**config.mk**
```make
export PLATFORM = sky130hd
export DESIGN_NAME = sfr_top
export DESIGN_NICKNAME = d
export VERILOG_FILES = /design/src/sfr_pkg.sv /design/src/sfr_deglitch.sv /design/src/sfr_top.sv
export VERILOG_INCLUDE_DIRS = /design/src
export SDC_FILE = /design/constraint.sdc
export NUM_CORES = 1
export LEC_CHECK = 0
export BUFFER_PORTS_ARGS = -buffer_cell sky130_fd_sc_hd__buf_2
export CAP_MARGIN = 20
export CORE_MARGIN = 1
export CORE_UTILIZATION = 50
export CTS_BUF_LIST = sky130_fd_sc_hd__clkbuf_2 sky130_fd_sc_hd__clkbuf_4 sky130_fd_sc_hd__clkbuf_8
export DETAILED_ROUTE_END_ITERATION = 8
export HOLD_SLACK_MARGIN = 0.05
export MAX_ROUTING_LAYER = met4
export PLACE_DENSITY_LB_ADDON = 0.25
export SETUP_SLACK_MARGIN = 0.2
export SLEW_MARGIN = 20
export SYNTH_ARGS = -nofsm -noshare
export SYNTH_HDL_FRONTEND = slang
export SYNTH_SLANG_ARGS = --single-unit
```
**constraint.sdc**
```tcl
create_clock -name SYS_CLK_I -period 2.2 [get_ports SYS_CLK_I]
set_clock_uncertainty 0.2 [all_clocks]
set_input_delay 0.11 -clock SYS_CLK_I [delete_from_list [all_inputs] [get_ports SYS_CLK_I]]
set_output_delay 0.11 -clock SYS_CLK_I [all_outputs]
set_load 0.01 [all_outputs]
```
**src/sfr_params.svh**
```systemverilog
// constants of the supply fault response block
`ifndef SFR_PARAMS_SVH
`define SFR_PARAMS_SVH

// clock and supervisor sampling period
`define SFR_CLK_PERIOD_NS     50
`define SFR_SAMPLE_PERIOD_NS  12200
`define SFR_TICK_CYCLES       (`SFR_SAMPLE_PERIOD_NS / `SFR_CLK_PERIOD_NS)
`define SFR_TICK_LAST         8'(`SFR_TICK_CYCLES - 1)

// command codes and reset values of the response bytes
`define SFR_CMD_OV_RESP       8'h41
`define SFR_CMD_UV_RESP       8'h45
`define SFR_OV_RESP_RST       8'h80
`define SFR_UV_RESP_RST       8'h7F

// response byte fields
`define SFR_ACT_FIELD         7:6
`define SFR_RETRY_FIELD       5:3
`define SFR_DGL_FIELD         2:0
`define SFR_ACT_RUN           2'h0
`define SFR_ACT_DEGLITCH      2'h1
`define SFR_DGL_MAX           3'h7

// status bit positions
`define SFR_SB_VOUT_OV        5
`define SFR_SB_IOUT_OC        4
`define SFR_SB_OTHER          0
`define SFR_SW_VOUT           15
`define SFR_SW_IOUT           14
`define SFR_SV_OV             7
`define SFR_SV_UV             4
`define SFR_SI_OC             7
`define SFR_SI_UC             4

// retry pause between a faulted shutdown and the restart, in ticks
`define SFR_RETRY_DELAY_TICKS 8'h10

`endif

```
**src/sfr_pkg.sv**
```systemverilog
// types and field helpers of the supply fault response block
`include "sfr_params.svh"
package sfr_pkg;

  typedef enum logic [2:0] {
    SFR_ST_OFF,
    SFR_ST_ON,
    SFR_ST_SEQ_OFF,
    SFR_ST_FAULTED,
    SFR_ST_RETRY_WAIT
  } sfr_state_t;

  typedef enum logic {
    SFR_SRC_OV,
    SFR_SRC_UV
  } sfr_src_t;

  // field extraction shared by both fault channels
  function automatic logic [1:0] sfr_action(input logic [7:0] resp);
    sfr_action = resp[`SFR_ACT_FIELD];
  endfunction : sfr_action

  function automatic logic [2:0] sfr_retry(input logic [7:0] resp);
    sfr_retry = resp[`SFR_RETRY_FIELD];
  endfunction : sfr_retry

  function automatic logic [2:0] sfr_dgl(input logic [7:0] resp);
    sfr_dgl = resp[`SFR_DGL_FIELD];
  endfunction : sfr_dgl

endpackage : sfr_pkg

```
**src/sfr_deglitch.sv**
```systemverilog
// deglitch and action qualifier for one voltage fault source
`include "sfr_params.svh"

module sfr_deglitch (
  input  wire logic       clk_i,
  input  wire logic       rst_n_i,
  input  wire logic       tick_i,
  input  wire logic       fault_i,
  input  wire logic [7:0] resp_i,
  output logic            trip_o
);

  logic [1:0] act;
  logic [2:0] dgl;
  logic [2:0] cnt_r;

  assign act = sfr_pkg::sfr_action(resp_i);
  assign dgl = sfr_pkg::sfr_dgl(resp_i);

  // samples seen while the fault stands; a gap restarts the count
  always_ff @(posedge clk_i) begin
    if (!rst_n_i) begin
      cnt_r <= 3'h0;
    end else if (!fault_i) begin
      cnt_r <= 3'h0;
    end else if (tick_i && cnt_r != `SFR_DGL_MAX) begin
      cnt_r <= cnt_r + 3'h1;
    end
  end

  // trip level: ignore, deglitch then act, or act at once
  always_ff @(posedge clk_i) begin
    if (!rst_n_i) begin
      trip_o <= 1'b0;
    end else if (act == `SFR_ACT_RUN) begin
      trip_o <= 1'b0;
    end else if (act == `SFR_ACT_DEGLITCH) begin
      trip_o <= fault_i && (cnt_r >= dgl);
    end else begin
      trip_o <= fault_i;
    end
  end

  property p_dgl_zero;
    @(posedge clk_i) disable iff (!rst_n_i)
      (act == `SFR_ACT_DEGLITCH && dgl == 3'h0 && fault_i) |=> trip_o;
  endproperty
  a_dgl_zero: assert property (p_dgl_zero)
    else $error("zero deglitch count did not act at once");

  property p_dgl_hold;
    @(posedge clk_i) disable iff (!rst_n_i)
      (act == `SFR_ACT_DEGLITCH && dgl != 3'h0 && cnt_r < dgl) |=> !trip_o;
  endproperty
  a_dgl_hold: assert property (p_dgl_hold)
    else $error("fault acted before its deglitch samples");

endmodule : sfr_deglitch

```
**src/sfr_top.sv**
```systemverilog
// per-channel output fault response: status, alert, shutdown, retry
`include "sfr_params.svh"

module sfr_top (
  input  wire logic        SYS_CLK_I,
  input  wire logic        NRST_I,
  input  wire logic        CMD_WR_I,
  input  wire logic [7:0]  CMD_CODE_I,
  input  wire logic [7:0]  CMD_DATA_I,
  input  wire logic        CLEAR_FAULTS_I,
  input  wire logic        CONTROL_PIN_I,
  input  wire logic        OPERATION_ON_I,
  input  wire logic        BIAS_OK_I,
  input  wire logic        TRACK_SEQ_OFF_I,
  input  wire logic [7:0]  TOFF_DELAY_I,
  input  wire logic [2:0]  RETRY_COUNT_I,
  input  wire logic        OV_FAULT_I,
  input  wire logic        UV_FAULT_I,
  input  wire logic        OC_FAULT_I,
  input  wire logic        UC_FAULT_I,
  output logic             CHAN_EN_O,
  output logic             FAULT_OFF_O,
  output logic             HOST_NOTIFY_N_O,
  output logic [7:0]       OV_RESP_O,
  output logic [7:0]       UV_RESP_O,
  output logic [7:0]       STATUS_BYTE_O,
  output logic [15:0]      STATUS_WORD_O,
  output logic [7:0]       STATUS_VOUT_O,
  output logic [7:0]       STATUS_IOUT_O
);

  sfr_pkg::sfr_state_t state_r;
  sfr_pkg::sfr_src_t   src_r;
  logic [7:0]          div_r;
  logic                tick_r;
  logic                on_req;
  logic                running;
  logic                ov_trip;
  logic                uv_trip;
  logic [7:0]          wait_r;
  logic [2:0]          retries_r;
  logic                retry_run_r;
  logic [2:0]          ov_retry_r;
  logic [2:0]          uv_retry_r;
  logic [2:0]          src_retry;
  logic [7:0]          sv_set;
  logic [7:0]          si_set;
  logic [7:0]          sb_set;
  logic                any_set;

  // channel asked on only while pin, command and bias all agree
  assign on_req  = CONTROL_PIN_I && OPERATION_ON_I && BIAS_OK_I;
  assign running = (state_r == sfr_pkg::SFR_ST_ON);

  // response byte writes on their command codes
  always_ff @(posedge SYS_CLK_I) begin
    if (!NRST_I) begin
      OV_RESP_O <= `SFR_OV_RESP_RST;
      UV_RESP_O <= `SFR_UV_RESP_RST;
    end else if (CMD_WR_I) begin
      if (CMD_CODE_I == `SFR_CMD_OV_RESP) begin
        OV_RESP_O <= CMD_DATA_I;
      end
      if (CMD_CODE_I == `SFR_CMD_UV_RESP) begin
        UV_RESP_O <= CMD_DATA_I;
      end
    end
  end

  // supervisor sample tick from a fixed divider of the system clock
  always_ff @(posedge SYS_CLK_I) begin
    if (!NRST_I) begin
      div_r  <= 8'h00;
      tick_r <= 1'b0;
    end else if (div_r == `SFR_TICK_LAST) begin
      div_r  <= 8'h00;
      tick_r <= 1'b1;
    end else begin
      div_r  <= div_r + 8'h01;
      tick_r <= 1'b0;
    end
  end

  // faults only count while the channel is up
  sfr_deglitch u_ov_dgl (
    .clk_i   (SYS_CLK_I),
    .rst_n_i (NRST_I),
    .tick_i  (tick_r),
    .fault_i (OV_FAULT_I && running),
    .resp_i  (OV_RESP_O),
    .trip_o  (ov_trip)
  );

  sfr_deglitch u_uv_dgl (
    .clk_i   (SYS_CLK_I),
    .rst_n_i (NRST_I),
    .tick_i  (tick_r),
    .fault_i (UV_FAULT_I && running),
    .resp_i  (UV_RESP_O),
    .trip_o  (uv_trip)
  );

  // retry setting of the source that shut the channel down
  assign src_retry = (src_r == sfr_pkg::SFR_SRC_OV) ? ov_retry_r
                                                    : uv_retry_r;

  // channel sequencer: on, sequenced off, faulted, retry pause
  always_ff @(posedge SYS_CLK_I) begin
    if (!NRST_I) begin
      state_r     <= sfr_pkg::SFR_ST_OFF;
      src_r       <= sfr_pkg::SFR_SRC_OV;
      wait_r      <= 8'h00;
      retries_r   <= 3'h0;
      retry_run_r <= 1'b0;
      ov_retry_r  <= 3'h0;
      uv_retry_r  <= 3'h0;
      CHAN_EN_O   <= 1'b0;
      FAULT_OFF_O <= 1'b0;
    end else begin
      case (state_r)
        sfr_pkg::SFR_ST_OFF: begin
          if (on_req) begin
            // retry fields only taken at an off-then-on edge
            ov_retry_r <= sfr_pkg::sfr_retry(OV_RESP_O);
            uv_retry_r <= sfr_pkg::sfr_retry(UV_RESP_O);
            retries_r  <= RETRY_COUNT_I;
            retry_run_r <= 1'b0;
            state_r    <= sfr_pkg::SFR_ST_ON;
            CHAN_EN_O  <= 1'b1;
          end
        end
        sfr_pkg::SFR_ST_ON: begin
          if (!on_req) begin
            state_r   <= sfr_pkg::SFR_ST_OFF;
            CHAN_EN_O <= 1'b0;
          end else if (ov_trip || uv_trip) begin
            src_r <= ov_trip ? sfr_pkg::SFR_SRC_OV : sfr_pkg::SFR_SRC_UV;
            // a different fault ends any retry run in progress
            if (retry_run_r && ov_trip != (src_r == sfr_pkg::SFR_SRC_OV)) begin
              retries_r <= 3'h0;
            end
            wait_r <= 8'h00;
            if (TRACK_SEQ_OFF_I) begin
              state_r <= sfr_pkg::SFR_ST_SEQ_OFF;
            end else begin
              state_r     <= sfr_pkg::SFR_ST_FAULTED;
              CHAN_EN_O   <= 1'b0;
              FAULT_OFF_O <= 1'b1;
            end
          end
        end
        sfr_pkg::SFR_ST_SEQ_OFF: begin
          if (!on_req) begin
            state_r   <= sfr_pkg::SFR_ST_OFF;
            CHAN_EN_O <= 1'b0;
          end else if (wait_r >= TOFF_DELAY_I) begin
            state_r     <= sfr_pkg::SFR_ST_FAULTED;
            CHAN_EN_O   <= 1'b0;
            FAULT_OFF_O <= 1'b1;
          end else if (tick_r) begin
            wait_r <= wait_r + 8'h01;
          end
        end
        sfr_pkg::SFR_ST_FAULTED: begin
          if (!on_req) begin
            state_r     <= sfr_pkg::SFR_ST_OFF;
            FAULT_OFF_O <= 1'b0;
          end else if (src_retry != 3'h0 && retries_r != 3'h0) begin
            state_r <= sfr_pkg::SFR_ST_RETRY_WAIT;
            wait_r  <= 8'h00;
          end
          // retry 000 or count spent: latched until the on request drops
        end
        sfr_pkg::SFR_ST_RETRY_WAIT: begin
          if (!on_req) begin
            state_r     <= sfr_pkg::SFR_ST_OFF;
            FAULT_OFF_O <= 1'b0;
          end else if (wait_r >= `SFR_RETRY_DELAY_TICKS) begin
            state_r     <= sfr_pkg::SFR_ST_ON;
            retries_r   <= retries_r - 3'h1;
            retry_run_r <= 1'b1;
            CHAN_EN_O   <= 1'b1;
            FAULT_OFF_O <= 1'b0;
          end else if (tick_r) begin
            wait_r <= wait_r + 8'h01;
          end
        end
        default: begin
          state_r     <= sfr_pkg::SFR_ST_OFF;
          CHAN_EN_O   <= 1'b0;
          FAULT_OFF_O <= 1'b0;
        end
      endcase
    end
  end

  // status events straight from the fast supervisor comparators
  always_comb begin
    sv_set = 8'h00;
    si_set = 8'h00;
    sb_set = 8'h00;
    sv_set[`SFR_SV_OV] = OV_FAULT_I;
    sv_set[`SFR_SV_UV] = UV_FAULT_I;
    si_set[`SFR_SI_OC] = OC_FAULT_I;
    si_set[`SFR_SI_UC] = UC_FAULT_I;
    sb_set[`SFR_SB_VOUT_OV] = OV_FAULT_I;
    sb_set[`SFR_SB_IOUT_OC] = OC_FAULT_I;
    sb_set[`SFR_SB_OTHER]   = UV_FAULT_I || UC_FAULT_I;
  end
  assign any_set = OV_FAULT_I || UV_FAULT_I || OC_FAULT_I || UC_FAULT_I;

  // sticky status; a fault in the clearing cycle survives the clear
  always_ff @(posedge SYS_CLK_I) begin
    if (!NRST_I) begin
      STATUS_VOUT_O <= 8'h00;
      STATUS_IOUT_O <= 8'h00;
      STATUS_BYTE_O <= 8'h00;
      STATUS_WORD_O <= 16'h0000;
    end else begin
      STATUS_VOUT_O <= (CLEAR_FAULTS_I ? 8'h00 : STATUS_VOUT_O) | sv_set;
      STATUS_IOUT_O <= (CLEAR_FAULTS_I ? 8'h00 : STATUS_IOUT_O) | si_set;
      STATUS_BYTE_O <= (CLEAR_FAULTS_I ? 8'h00 : STATUS_BYTE_O) | sb_set;
      STATUS_WORD_O[7:0] <= (CLEAR_FAULTS_I ? 8'h00 : STATUS_WORD_O[7:0])
                            | sb_set;
      STATUS_WORD_O[15:8] <= CLEAR_FAULTS_I ? 8'h00 : STATUS_WORD_O[15:8];
      if (OV_FAULT_I || UV_FAULT_I) begin
        STATUS_WORD_O[`SFR_SW_VOUT] <= 1'b1;
      end
      if (OC_FAULT_I || UC_FAULT_I) begin
        STATUS_WORD_O[`SFR_SW_IOUT] <= 1'b1;
      end
    end
  end

  // alert held low until clear; clearing never touches the sequencer
  always_ff @(posedge SYS_CLK_I) begin
    if (!NRST_I) begin
      HOST_NOTIFY_N_O <= 1'b1;
    end else if (any_set) begin
      HOST_NOTIFY_N_O <= 1'b0;
    end else if (CLEAR_FAULTS_I) begin
      HOST_NOTIFY_N_O <= 1'b1;
    end
  end

  property p_resp_write;
    @(posedge SYS_CLK_I) disable iff (!NRST_I)
      (CMD_WR_I && CMD_CODE_I == `SFR_CMD_OV_RESP)
        |=> OV_RESP_O == $past(CMD_DATA_I);
  endproperty
  a_resp_write: assert property (p_resp_write)
    else $error("overvoltage response byte not written");

  property p_run_on;
    @(posedge SYS_CLK_I) disable iff (!NRST_I)
      (running && on_req
       && sfr_pkg::sfr_action(OV_RESP_O) == `SFR_ACT_RUN
       && sfr_pkg::sfr_action(UV_RESP_O) == `SFR_ACT_RUN) |=> CHAN_EN_O;
  endproperty
  a_run_on: assert property (p_run_on)
    else $error("channel dropped while faults are ignored");

  property p_fast_off;
    @(posedge SYS_CLK_I) disable iff (!NRST_I)
      (running && on_req && !TRACK_SEQ_OFF_I && ov_trip)
        |=> !CHAN_EN_O && FAULT_OFF_O;
  endproperty
  a_fast_off: assert property (p_fast_off)
    else $error("tripped channel not shut down at once");

  property p_seq_off;
    @(posedge SYS_CLK_I) disable iff (!NRST_I)
      (running && on_req && TRACK_SEQ_OFF_I && (ov_trip || uv_trip))
        |=> CHAN_EN_O && state_r == sfr_pkg::SFR_ST_SEQ_OFF;
  endproperty
  a_seq_off: assert property (p_seq_off)
    else $error("sequenced shutdown did not hold the channel on");

  property p_no_retry;
    @(posedge SYS_CLK_I) disable iff (!NRST_I)
      (state_r == sfr_pkg::SFR_ST_FAULTED && on_req && src_retry == 3'h0)
        |=> state_r == sfr_pkg::SFR_ST_FAULTED && !CHAN_EN_O;
  endproperty
  a_no_retry: assert property (p_no_retry)
    else $error("channel left fault-off without retry");

  property p_latch_clear;
    @(posedge SYS_CLK_I) disable iff (!NRST_I)
      (FAULT_OFF_O && !on_req) |=> !FAULT_OFF_O ##1 !FAULT_OFF_O;
  endproperty
  a_latch_clear: assert property (p_latch_clear)
    else $error("off request did not clear the fault latch");

  property p_clear_keeps_off;
    @(posedge SYS_CLK_I) disable iff (!NRST_I)
      (CLEAR_FAULTS_I && !any_set && on_req
       && state_r == sfr_pkg::SFR_ST_FAULTED && src_retry == 3'h0)
        |=> HOST_NOTIFY_N_O && STATUS_IOUT_O == 8'h00 && FAULT_OFF_O;
  endproperty
  a_clear_keeps_off: assert property (p_clear_keeps_off)
    else $error("clear faults wrong on alert, status or latch");

  property p_oc_alert;
    @(posedge SYS_CLK_I) disable iff (!NRST_I)
      OC_FAULT_I |=> STATUS_IOUT_O[`SFR_SI_OC]
        && STATUS_WORD_O[`SFR_SW_IOUT] && !HOST_NOTIFY_N_O;
  endproperty
  a_oc_alert: assert property (p_oc_alert)
    else $error("overcurrent did not set status and alert");

  property p_tick_gap;
    @(posedge SYS_CLK_I) disable iff (!NRST_I)
      tick_r |=> !tick_r [*8];
  endproperty
  a_tick_gap: assert property (p_tick_gap)
    else $error("sample tick repeated too soon");

endmodule : sfr_top

```
## After elaboration in Yosys (flattened, before gate mapping)

Index checks and enable logic that the tools add are counted.
W data, S select, Z words.

| word-level totals | value |
|---|---|
| flip-flop bits (word level) | 92 |
| bits of input ports | 39 |
| output and inout port bits | 59 |
| word-level logic and storage cells | 176 |

| operators by class | value |
|---|---|
| $add $sub $neg | 5 |
| magnitude comparators | 4 |
| eq/ne operators | 31 |
| mux-type cells | 62 |
| bitwise operators | 8 |
| reductions and logical operators | 42 |

Operators with widths:

| kind | count |
|---|---|
| $mux W8 | 14 |
| $mux W3 | 16 |
| $pmux W8 S4 | 1 |
| $mux W1 | 26 |
| $ne A2 B2 Y1 const B | 12 |
| $ne A3 B3 Y1 const B | 6 |
| $add A8 B1 Y8 const B | 2 |
| $eq A8 B7 Y1 const B | 2 |
| $or A8 B6 Y8 | 2 |
| $or A8 B8 Y8 | 2 |
| $pmux W3 S5 | 1 |
| $reduce_and A7 Y1 | 2 |
| $logic_and A1 B1 Y1 | 10 |
| $pmux W1 S5 | 2 |
| $reduce_and A2 Y1 | 5 |
| $pmux W3 S3 | 1 |
| $reduce_and A9 Y1 | 1 |
| $reduce_bool A3 Y1 | 3 |
| $eq A8 B8 Y1 const B | 1 |
| $ge A8 B5 Y1 const B | 1 |
| $ge A8 B8 Y1 | 1 |
| $reduce_and A8 Y1 | 1 |
| $reduce_bool A2 Y1 | 4 |
| $add A3 B1 Y3 const B | 2 |
| other kinds (19) | 34 |

## Logic depth before layout (Yosys ltp)

Gate-level depths: netlist of the first run.

| depth | value |
|---|---|
| word-level depth | 7 |
| gate-level depth with buffers | 8 |
| mapped depth without buffers | 8 |

## By module

Synthesis of the first run repeated with hierarchy kept, for this count alone.

| second synthesis, totals | value |
|---|---|
| cells, all modules | 430 |
| area, all modules | 3702.3 µm² |

By module, submodules not included:

| module | times used | cells each | area each (µm²) | seq. area each (µm²) |
|---|---|---|---|---|
| sfr_top | 1 | 380 | 3219.3 | 1241.2 |
| sfr_deglitch | 2 | 25 | 241.5 | 80.1 |

## Worst setup path after synthesis of the first run

No wires, ideal clock.

| path | value |
|---|---|
| path kind | flip-flop to flip-flop |
| from | register wait_r[0] |
| to | register wait_r[6] |
| library setup time | 0.126 ns |
| arrival time | 1.878 ns |
| required time | 1.874 ns |
| path slack | -0.004 ns |
| stages on the path, launching flop included | 9 |
| period minus slack after synthesis | 2.204 ns |
| cells stage by stage | dfxtp_1 -> inv_1 -> ha_1 -> nand2b_1 -> a2111oi_2 -> or2_1 -> o2111ai_4 -> o211ai_1 -> o31ai_1 |

| between the ends | value |
|---|---|
| word-level cells in the longest chain between the ends | 5 |
| elaborated cells on any way between the ends | 12 |
| classes of those cells | add/sub (1); order compare (2); eq/ne (2); mux (6); reduce/logical (1) |

Ends and longest elaborated chain:

| what | line | source |
|---|---|---|
| from (decl) | sfr_top.sv:40 | `logic [7:0] wait_r;` |
| from (signal assigned) | sfr_top.sv:161 | `wait_r <= wait_r + 8'h01;` |
| from (signal assigned) | sfr_top.sv:185 | `wait_r <= wait_r + 8'h01;` |
| $add A8 B1 Y8 | sfr_top.sv:161, sfr_top.sv:185 |  |
| $mux W8 | sfr_top.sv:160, sfr_top.sv:184 |  |
| $mux W8 (on tied branches) | sfr_top.sv:178, sfr_top.sv:156 |  |
| $mux W8 (on tied branches) | sfr_top.sv:175, sfr_top.sv:153 |  |
| $pmux W8 S4 | sfr_top.sv:120 | `case (state_r)` |

Several ways; a longest one is shown, not always the timed one. The select of a mux whose other input is x is not followed.
A chain may end at the register's enable or synchronous reset.

## Worst setup path in the final report of the first run

| path | value |
|---|---|
| from | register wait_r[6] |
| to | register wait_r[4] |

| between the ends | value |
|---|---|
| word-level cells in the longest chain between the ends | 3 |
| elaborated cells on any way between the ends | 5 |
| classes of those cells | order compare (2); eq/ne (2); reduce/logical (1) |

Ends and longest elaborated chain:

| what |
|---|
| $ge A8 B5 Y1 (no line) / $ge A8 B8 Y1 (equally long branches) |
| $ne A2 B2 Y1 (no line) |
| $reduce_and A9 Y1 (no line) * |

Every way passes the cells marked *; elsewhere a longest branch is shown, timed or not.

==> results of run 1 <==
[metal layers]
layer | vias up | routed length (um) | global-route usage (%)
met5 | - | 0 | -
met4 | 0 | 208 | 10.2
met3 | 22 | 388 | 3.54
met2 | 101 | 4460 | 38.0
met1 | 1575 | 3960 | 27.0
li1 | 1684 | - | -
[power by group through the flow]
| stage | sequential [mW] | clock (mW) | combinational [mW] |
|---|---|---|---|
| floorplan | 1.35 | 0 | 0.223 |
| global placement | 1.35 | 0 | 0.280 |
| detailed placement | 1.35 | 0 | 0.285 |
| CTS | 1.32 | 1.07 | 0.321 |
| global route | 1.33 | 1.12 | 0.368 |
| finish | 1.32 | 1.05 | 0.335 |
[worst max-delay path by stage]
stage,from,to,slack (ns),cells after the start
floorplan,wait_r[7],wait_r[6],0.20,7
finish,wait_r[6],wait_r[4],0.08,7
detailed placement,wait_r[6],wait_r[4],0.06,7
global placement,retries_r[0],wait_r[6],0.10,7
CTS,retries_r[0],wait_r[7],0.12,7
global route,wait_r[0],wait_r[4],0.004,8
[logic make-up after synthesis]
logic type      Yosys count  share of synthesized area, %
simple gates            142                          19.7
compound gates           91                          18.2
buf+inv                  73                          10.1
flops                    70                          35.9
mux                      26                          6.66
fa+ha+maj                24                          7.62
xor+xnor                  8                          1.79
other cells               1                        0.0960
[cells in the mapped netlist, types with 6 or more instances]
master	count
and3_1	6
dfxtp_1	70
buf_4	28
mux2i_1	26
a21oi_1	17
o211ai_1	7
nand2b_1	10
inv_1	28
nor2_1	28
ha_1	23
o21a_1	9
o21ai_1	11
nand2_1	26
nand3_1	13
nor2b_1	31
clkbuf_1	11
[placed cells by master (no fill, tap or decap), types with 17 or more instances in the layout]
cell and n:
buf_2 69, dfxtp_1 62, nor2b_1 31, nor2_1 28
conb_1 28, dlygate4sd3_1 27, mux2i_1 26, inv_1 25
nand2_1 25, buf_4 20, a21oi_1 17
[registers in the layout (all words and copies together), names as in the netlist]
register / count
retries_r: 3
FAULT_OFF_O: 1
HOST_NOTIFY_N_O: 1
u_ov_dgl.trip_o: 1
u_uv_dgl.trip_o: 1
STATUS_VOUT_O: 2
STATUS_BYTE_O: 3
wait_r: 8
src_r: 1
tick_r: 1
STATUS_WORD_O: 5
OV_RESP_O: 8
STATUS_IOUT_O: 2
ov_retry_r: 3
uv_retry_r: 3
state_r: 3
u_ov_dgl.cnt_r: 3
u_uv_dgl.cnt_r: 3
div_r: 8
CHAN_EN_O: 1
UV_RESP_O: 8
retry_run_r: 1
[worst max-delay path: cells and delay by family, from the launching register on]
| kind | cells | cell delay (ns) |
|---|---|---|
| adder cells (fa/ha/maj) | 1 | 0.27 |
| flip-flops | 1 | 0.36 |
| AND/OR/NAND/NOR | 3 | 0.55 |
| AO/OA/AOI/OAI | 3 | 0.64 |
[through the flow]
step	area [um^2]	cells	setup slack, ns
finish	5040	651	0.0783
global route	5040	651	0.00419
CTS	4930	647	0.117
detailed placement	4340	598	0.0632
global placement	4340	598	0.101
floorplan	4050	462	0.200
[timing repair]
item	4_1_cts	5_1_grt
cloned	1	0
setup endpoints to repair	9	23
resized for setup	15	17
setup buffers	6	4
hold buffers	27	0
pin swaps	10	14
hold endpoints to repair	41	0
[area by class of cell]
class                      count  area share [%]
timing repair buffer         119            16.0
tap                           99            2.46
clock inverter                 5            1.17
sequential                    70            28.1
clock buffer                  10            2.73
multi-input combinational    320            47.4
inverter                      28            2.09
==> flow_summary.ini, run 1 <==
[run_status]
outcome = complete, no violations

[floorplan]
io_pins = 98
die_h_um = 90.4
die_w_um = 90.4
num_rows = 31
coreArea_mm2 = 0.00741
initial_core_util_pct = 52.7
die_area_mm2 = 0.00817

[global_route]
antenna_found_initial = 0
grt_pass1_wl_um = 14700
grt_overflow = 0
grt_usage_pct = 22.7
first_global_vias = 3216
grt_max_degree = 60

[synthesis]
ys.flop_type = dfxtp_1
synth.ff_latch_count = 70
yosysSeqAreaShare_pct = 35.9
synth_cell_types = 64
yosysTopAreaCell = dfxtp_1
avgSynthCellArea_um2 = 8.98
syn-cell-area_mm2 = 0.00391
synth_warnings = 0
yosys-top-cells-area = dfxtp_1, ha_1, mux2i_1
synth_edf_count = 0
synth_top_area_share_pct = 35.9
async_flop_share_pct = 0
synthCells = 435

[cts]
htreeDepth = 3
clkTransAtPathRegs_ns = 0.07
cts_inserted_buffers = 9
clk_path_buf_depth = 2
cts.sinks = 70
cts_tree = done
root_buffer = clkbuf_8
clock_latency_ns = 0.34

[timing]
max_freq_mhz = 471
finalHoldViolations = 0
slew_violations = 0
fin_crit_ns = 2.12
setup_viol_count_final = 0
rsz0062_at_grt = yes
period_share_pct = 96.4
holdWs_ns = 0.101
tns_ns = 0

[placement]
post-dp-hpwl_um = 5740
port_buffers = 69
place.gp.congestion = 0.885

[critical_path]
cp-end-kind = register
arrival_ns = 2.15
crit_fanout = 3
slowest_delay_ns = 0.36
path_cells = ha_4, nand2_2, a211o_1, or2_4, o2111ai_4, nand2b_4, o21ai_1
worstReg2RegEnd = wait_r[4]
startpoint_type = register
crit_type = reg -> reg
slowest_stage = dfxtp_4
cp.required_ns = 2.23
regToRegSetupSlack_ns = 0.08
r2r_cells = 7
r2r_start = wait_r[6]

[detailed_routing]
drt_pre_antenna_iters = 5
viasPerCell = 5.20
ant_nets = 0
via_count = 3382
drc = 0
drt_iter0_drc = 158
wl_per_cell_um = 13.8
routed_wirelength_um = 9010

[power_and_ir_drop]
intPower_mw = 2.00
worst_ir_drop_vdd_v = 0.000305
p_total_mw = 2.70
p_leak_nw = 2.17
p_clk_share_pct = 38.7
p_sw_mw = 0.702
sw_frac_of_total_pct = 26.0
p_comb_share_pct = 12.4
powerDensity_mw_per_mm2 = 536
pwr-share-seq_pct = 48.9

[final_layout]
nets = 610
postLayoutCoreUtil_pct = 68.0
seqCellArea_mm2 = 0.00142
area_growth_pct = 29.0
fill_cells = 612
drive_above_1_share_pct = 27.7
multi_input_area_mm2 = 0.00239
antenna_cells = 0

[min_path]
hold_class = in -> reg
whs_endpoint = state_r[0]
hold_start = TRACK_SEQ_OFF_I
hold_depth = 3

[run]
max-cap-violations = 0
(Power assumes the default switching activity.)
==> inputs of run 2 (changes only) <==
==> constraint.sdc (replaced) <==
create_clock -name SYS_CLK_I -period 1.8 [get_ports SYS_CLK_I]
set_clock_uncertainty 0.2 [all_clocks]
set_input_delay 0.09 -clock SYS_CLK_I [delete_from_list [all_inputs] [get_ports SYS_CLK_I]]
set_output_delay 0.09 -clock SYS_CLK_I [all_outputs]
set_load 0.01 [all_outputs]
==> flow_summary.ini, run 2 (same netlist as run 1, synthesis figures left out) <==
[run_status]
outcome = finished with violations
violations = negative setup slack

[timing]
finalHoldViolations = 0
setup_viol_count_final = 11
relSlewSlack_pct = 36.0
slew_violations = 0
fin_crit_ns = 2.09
max_freq_mhz = 479
period_share_pct = 116
worst_slack_ns = -0.287
worst_pin_slew_ns = 0.960
rsz0062_at_grt = yes

[detailed_routing]
wl_per_cell_um = 14.1
drt_iter0_drc = 130
drc = 0
ant_nets = 0
via_count = 3521
viasPerCell = 5.22
routed_wirelength_um = 9540
drt_pre_antenna_iters = 5

[final_layout]
nets = 633
fill_cells = 535
design_area_mm2 = 0.00543
final_common_cell = buf_2
mostFrequentLayoutCells = buf_2, dfxtp_1, buf_4
antenna_cells = 0
postLayoutCoreUtil_pct = 73.3
area_growth_pct = 39.1
drive_above_1_share_pct = 38.0

[power_and_ir_drop]
worst_ir_drop_vdd_v = 0.000499
pwr-share-seq_pct = 45.4
intPower_mw = 2.61
p_clk_share_pct = 41.4
p_comb_share_pct = 13.2
sw_frac_of_total_pct = 26.6
powerDensity_mw_per_mm2 = 654
p_total_mw = 3.55
p_sw_mw = 0.944
p_leak_nw = 2.38

[global_route]
first_global_vias = 3322
grt_pass1_wl_um = 15200
antenna_found_initial = 0
grt_overflow = 0
grt_usage_pct = 23.5
grt_max_degree = 32

[critical_path]
arrival_ns = 2.13
crit_type = reg -> reg
regToRegSetupSlack_ns = -0.29
startpoint_type = register
worstReg2RegEnd = wait_r[4]
crit_fanout = 6
cp.required_ns = 1.84
r2r_start = wait_r[7]
cp-end-kind = register
r2r_cells = 7

[run]
max-cap-violations = 0

[floorplan]
num_rows = 31
die_area_mm2 = 0.00817
io_pins = 98
initial_core_util_pct = 52.7
die_h_um = 90.4
coreArea_mm2 = 0.00741
die_w_um = 90.4

[cts]
root_buffer = clkbuf_8
clock_latency_ns = 0.35
cts_tree = done
cts.sinks = 70
cts_inserted_buffers = 9
htreeDepth = 3
clk_path_buf_depth = 2
clkTransAtPathRegs_ns = 0.09

[min_path]
hold_start = CMD_CODE_I[6]
hold_class = in -> reg
hold_depth = 5
whs_endpoint = OV_RESP_O[7]

[placement]
place.gp.congestion = 0.814
place_area_mm2 = 0.00456
pre_cts_ws_ns = -0.321
port_buffers = 69
post-dp-hpwl_um = 5900
run 2: final cells by class:
cell class / count / area [um^2] / area share (%)
Tap cell: 99 / 124 / 2.28
Multi-Input combinational cell: 320 / 2520 / 46.3
Sequential cell: 70 / 1430 / 26.3
Timing Repair Buffer: 142 / 1030 / 18.9
Clock inverter: 7 / 106 / 1.96
Clock buffer: 9 / 124 / 2.28
Inverter: 28 / 105 / 1.93
run 2: through the flow:
| stage | TNS (ns) | std cells | hold slack [ns] |
|---|---|---|---|
| floorplan | -1.33 | 462 | 0.0138 |
| finish | -2.36 | 675 | 0.0631 |
| detailed placement | -2.73 | 621 | 0.126 |
| CTS | -2.44 | 668 | 0.0589 |
| global route | -3.33 | 675 | 0.0730 |
| global placement | -2.47 | 621 | 0.123 |
run 2: layer usage:
metal / share of wire [%] / wire length, um / track usage [%] / up-vias
li1: - / - / - / 1724
met1: 44 / 4180 / 27.9 / 1669
met2: 51 / 4840 / 40.3 / 114
met3: 4.3 / 407 / 4.88 / 14
met4: 1.2 / 118 / 6.72 / 0
met5: 0 / 0 / - / -
run 2: repair_timing:
item / in CTS / in global routing
hold buffers: 21 / 0
gates cloned: 1 / 1
endpoints found under the setup margin: 34 / 59
endpoints found under the hold margin: 42 / 0
resized for setup: 32 / 44
pin swaps: 31 / 23
buffers inserted: 9 / 6
run 2: power groups by stage:
stage	Clock (mW)	Combinational [mW]	Sequential, mW
final	1.47	0.468	1.61
after global routing	1.57	0.510	1.62
after CTS	1.48	0.440	1.61
after detailed placement	0	0.375	1.64
after global placement	0	0.368	1.64
after floorplan	0	0.276	1.65
run 2: critical path: stages, from the launching register on:
cell and delay (ns):
dfxtp_2 0.35, ha_4 0.26, nand2_2 0.06, a211o_1 0.29, or2_4 0.29, o2111ai_4 0.29, nand2b_4 0.19, o21ai_1 0.05
run 2: how the worst max path moves through the flow:
stage / from / to / slack, ns / cells past startpoint
2_1_floorplan: wait_r[0] / wait_r[6] / -0.18 / 8
3_3_place_gp: retries_r[0] / wait_r[6] / -0.29 / 7
3_5_place_dp: retries_r[0] / wait_r[6] / -0.32 / 7
4_1_cts: wait_r[0] / wait_r[6] / -0.29 / 8
5_1_grt: wait_r[7] / wait_r[4] / -0.35 / 7
6_report: wait_r[7] / wait_r[4] / -0.29 / 7
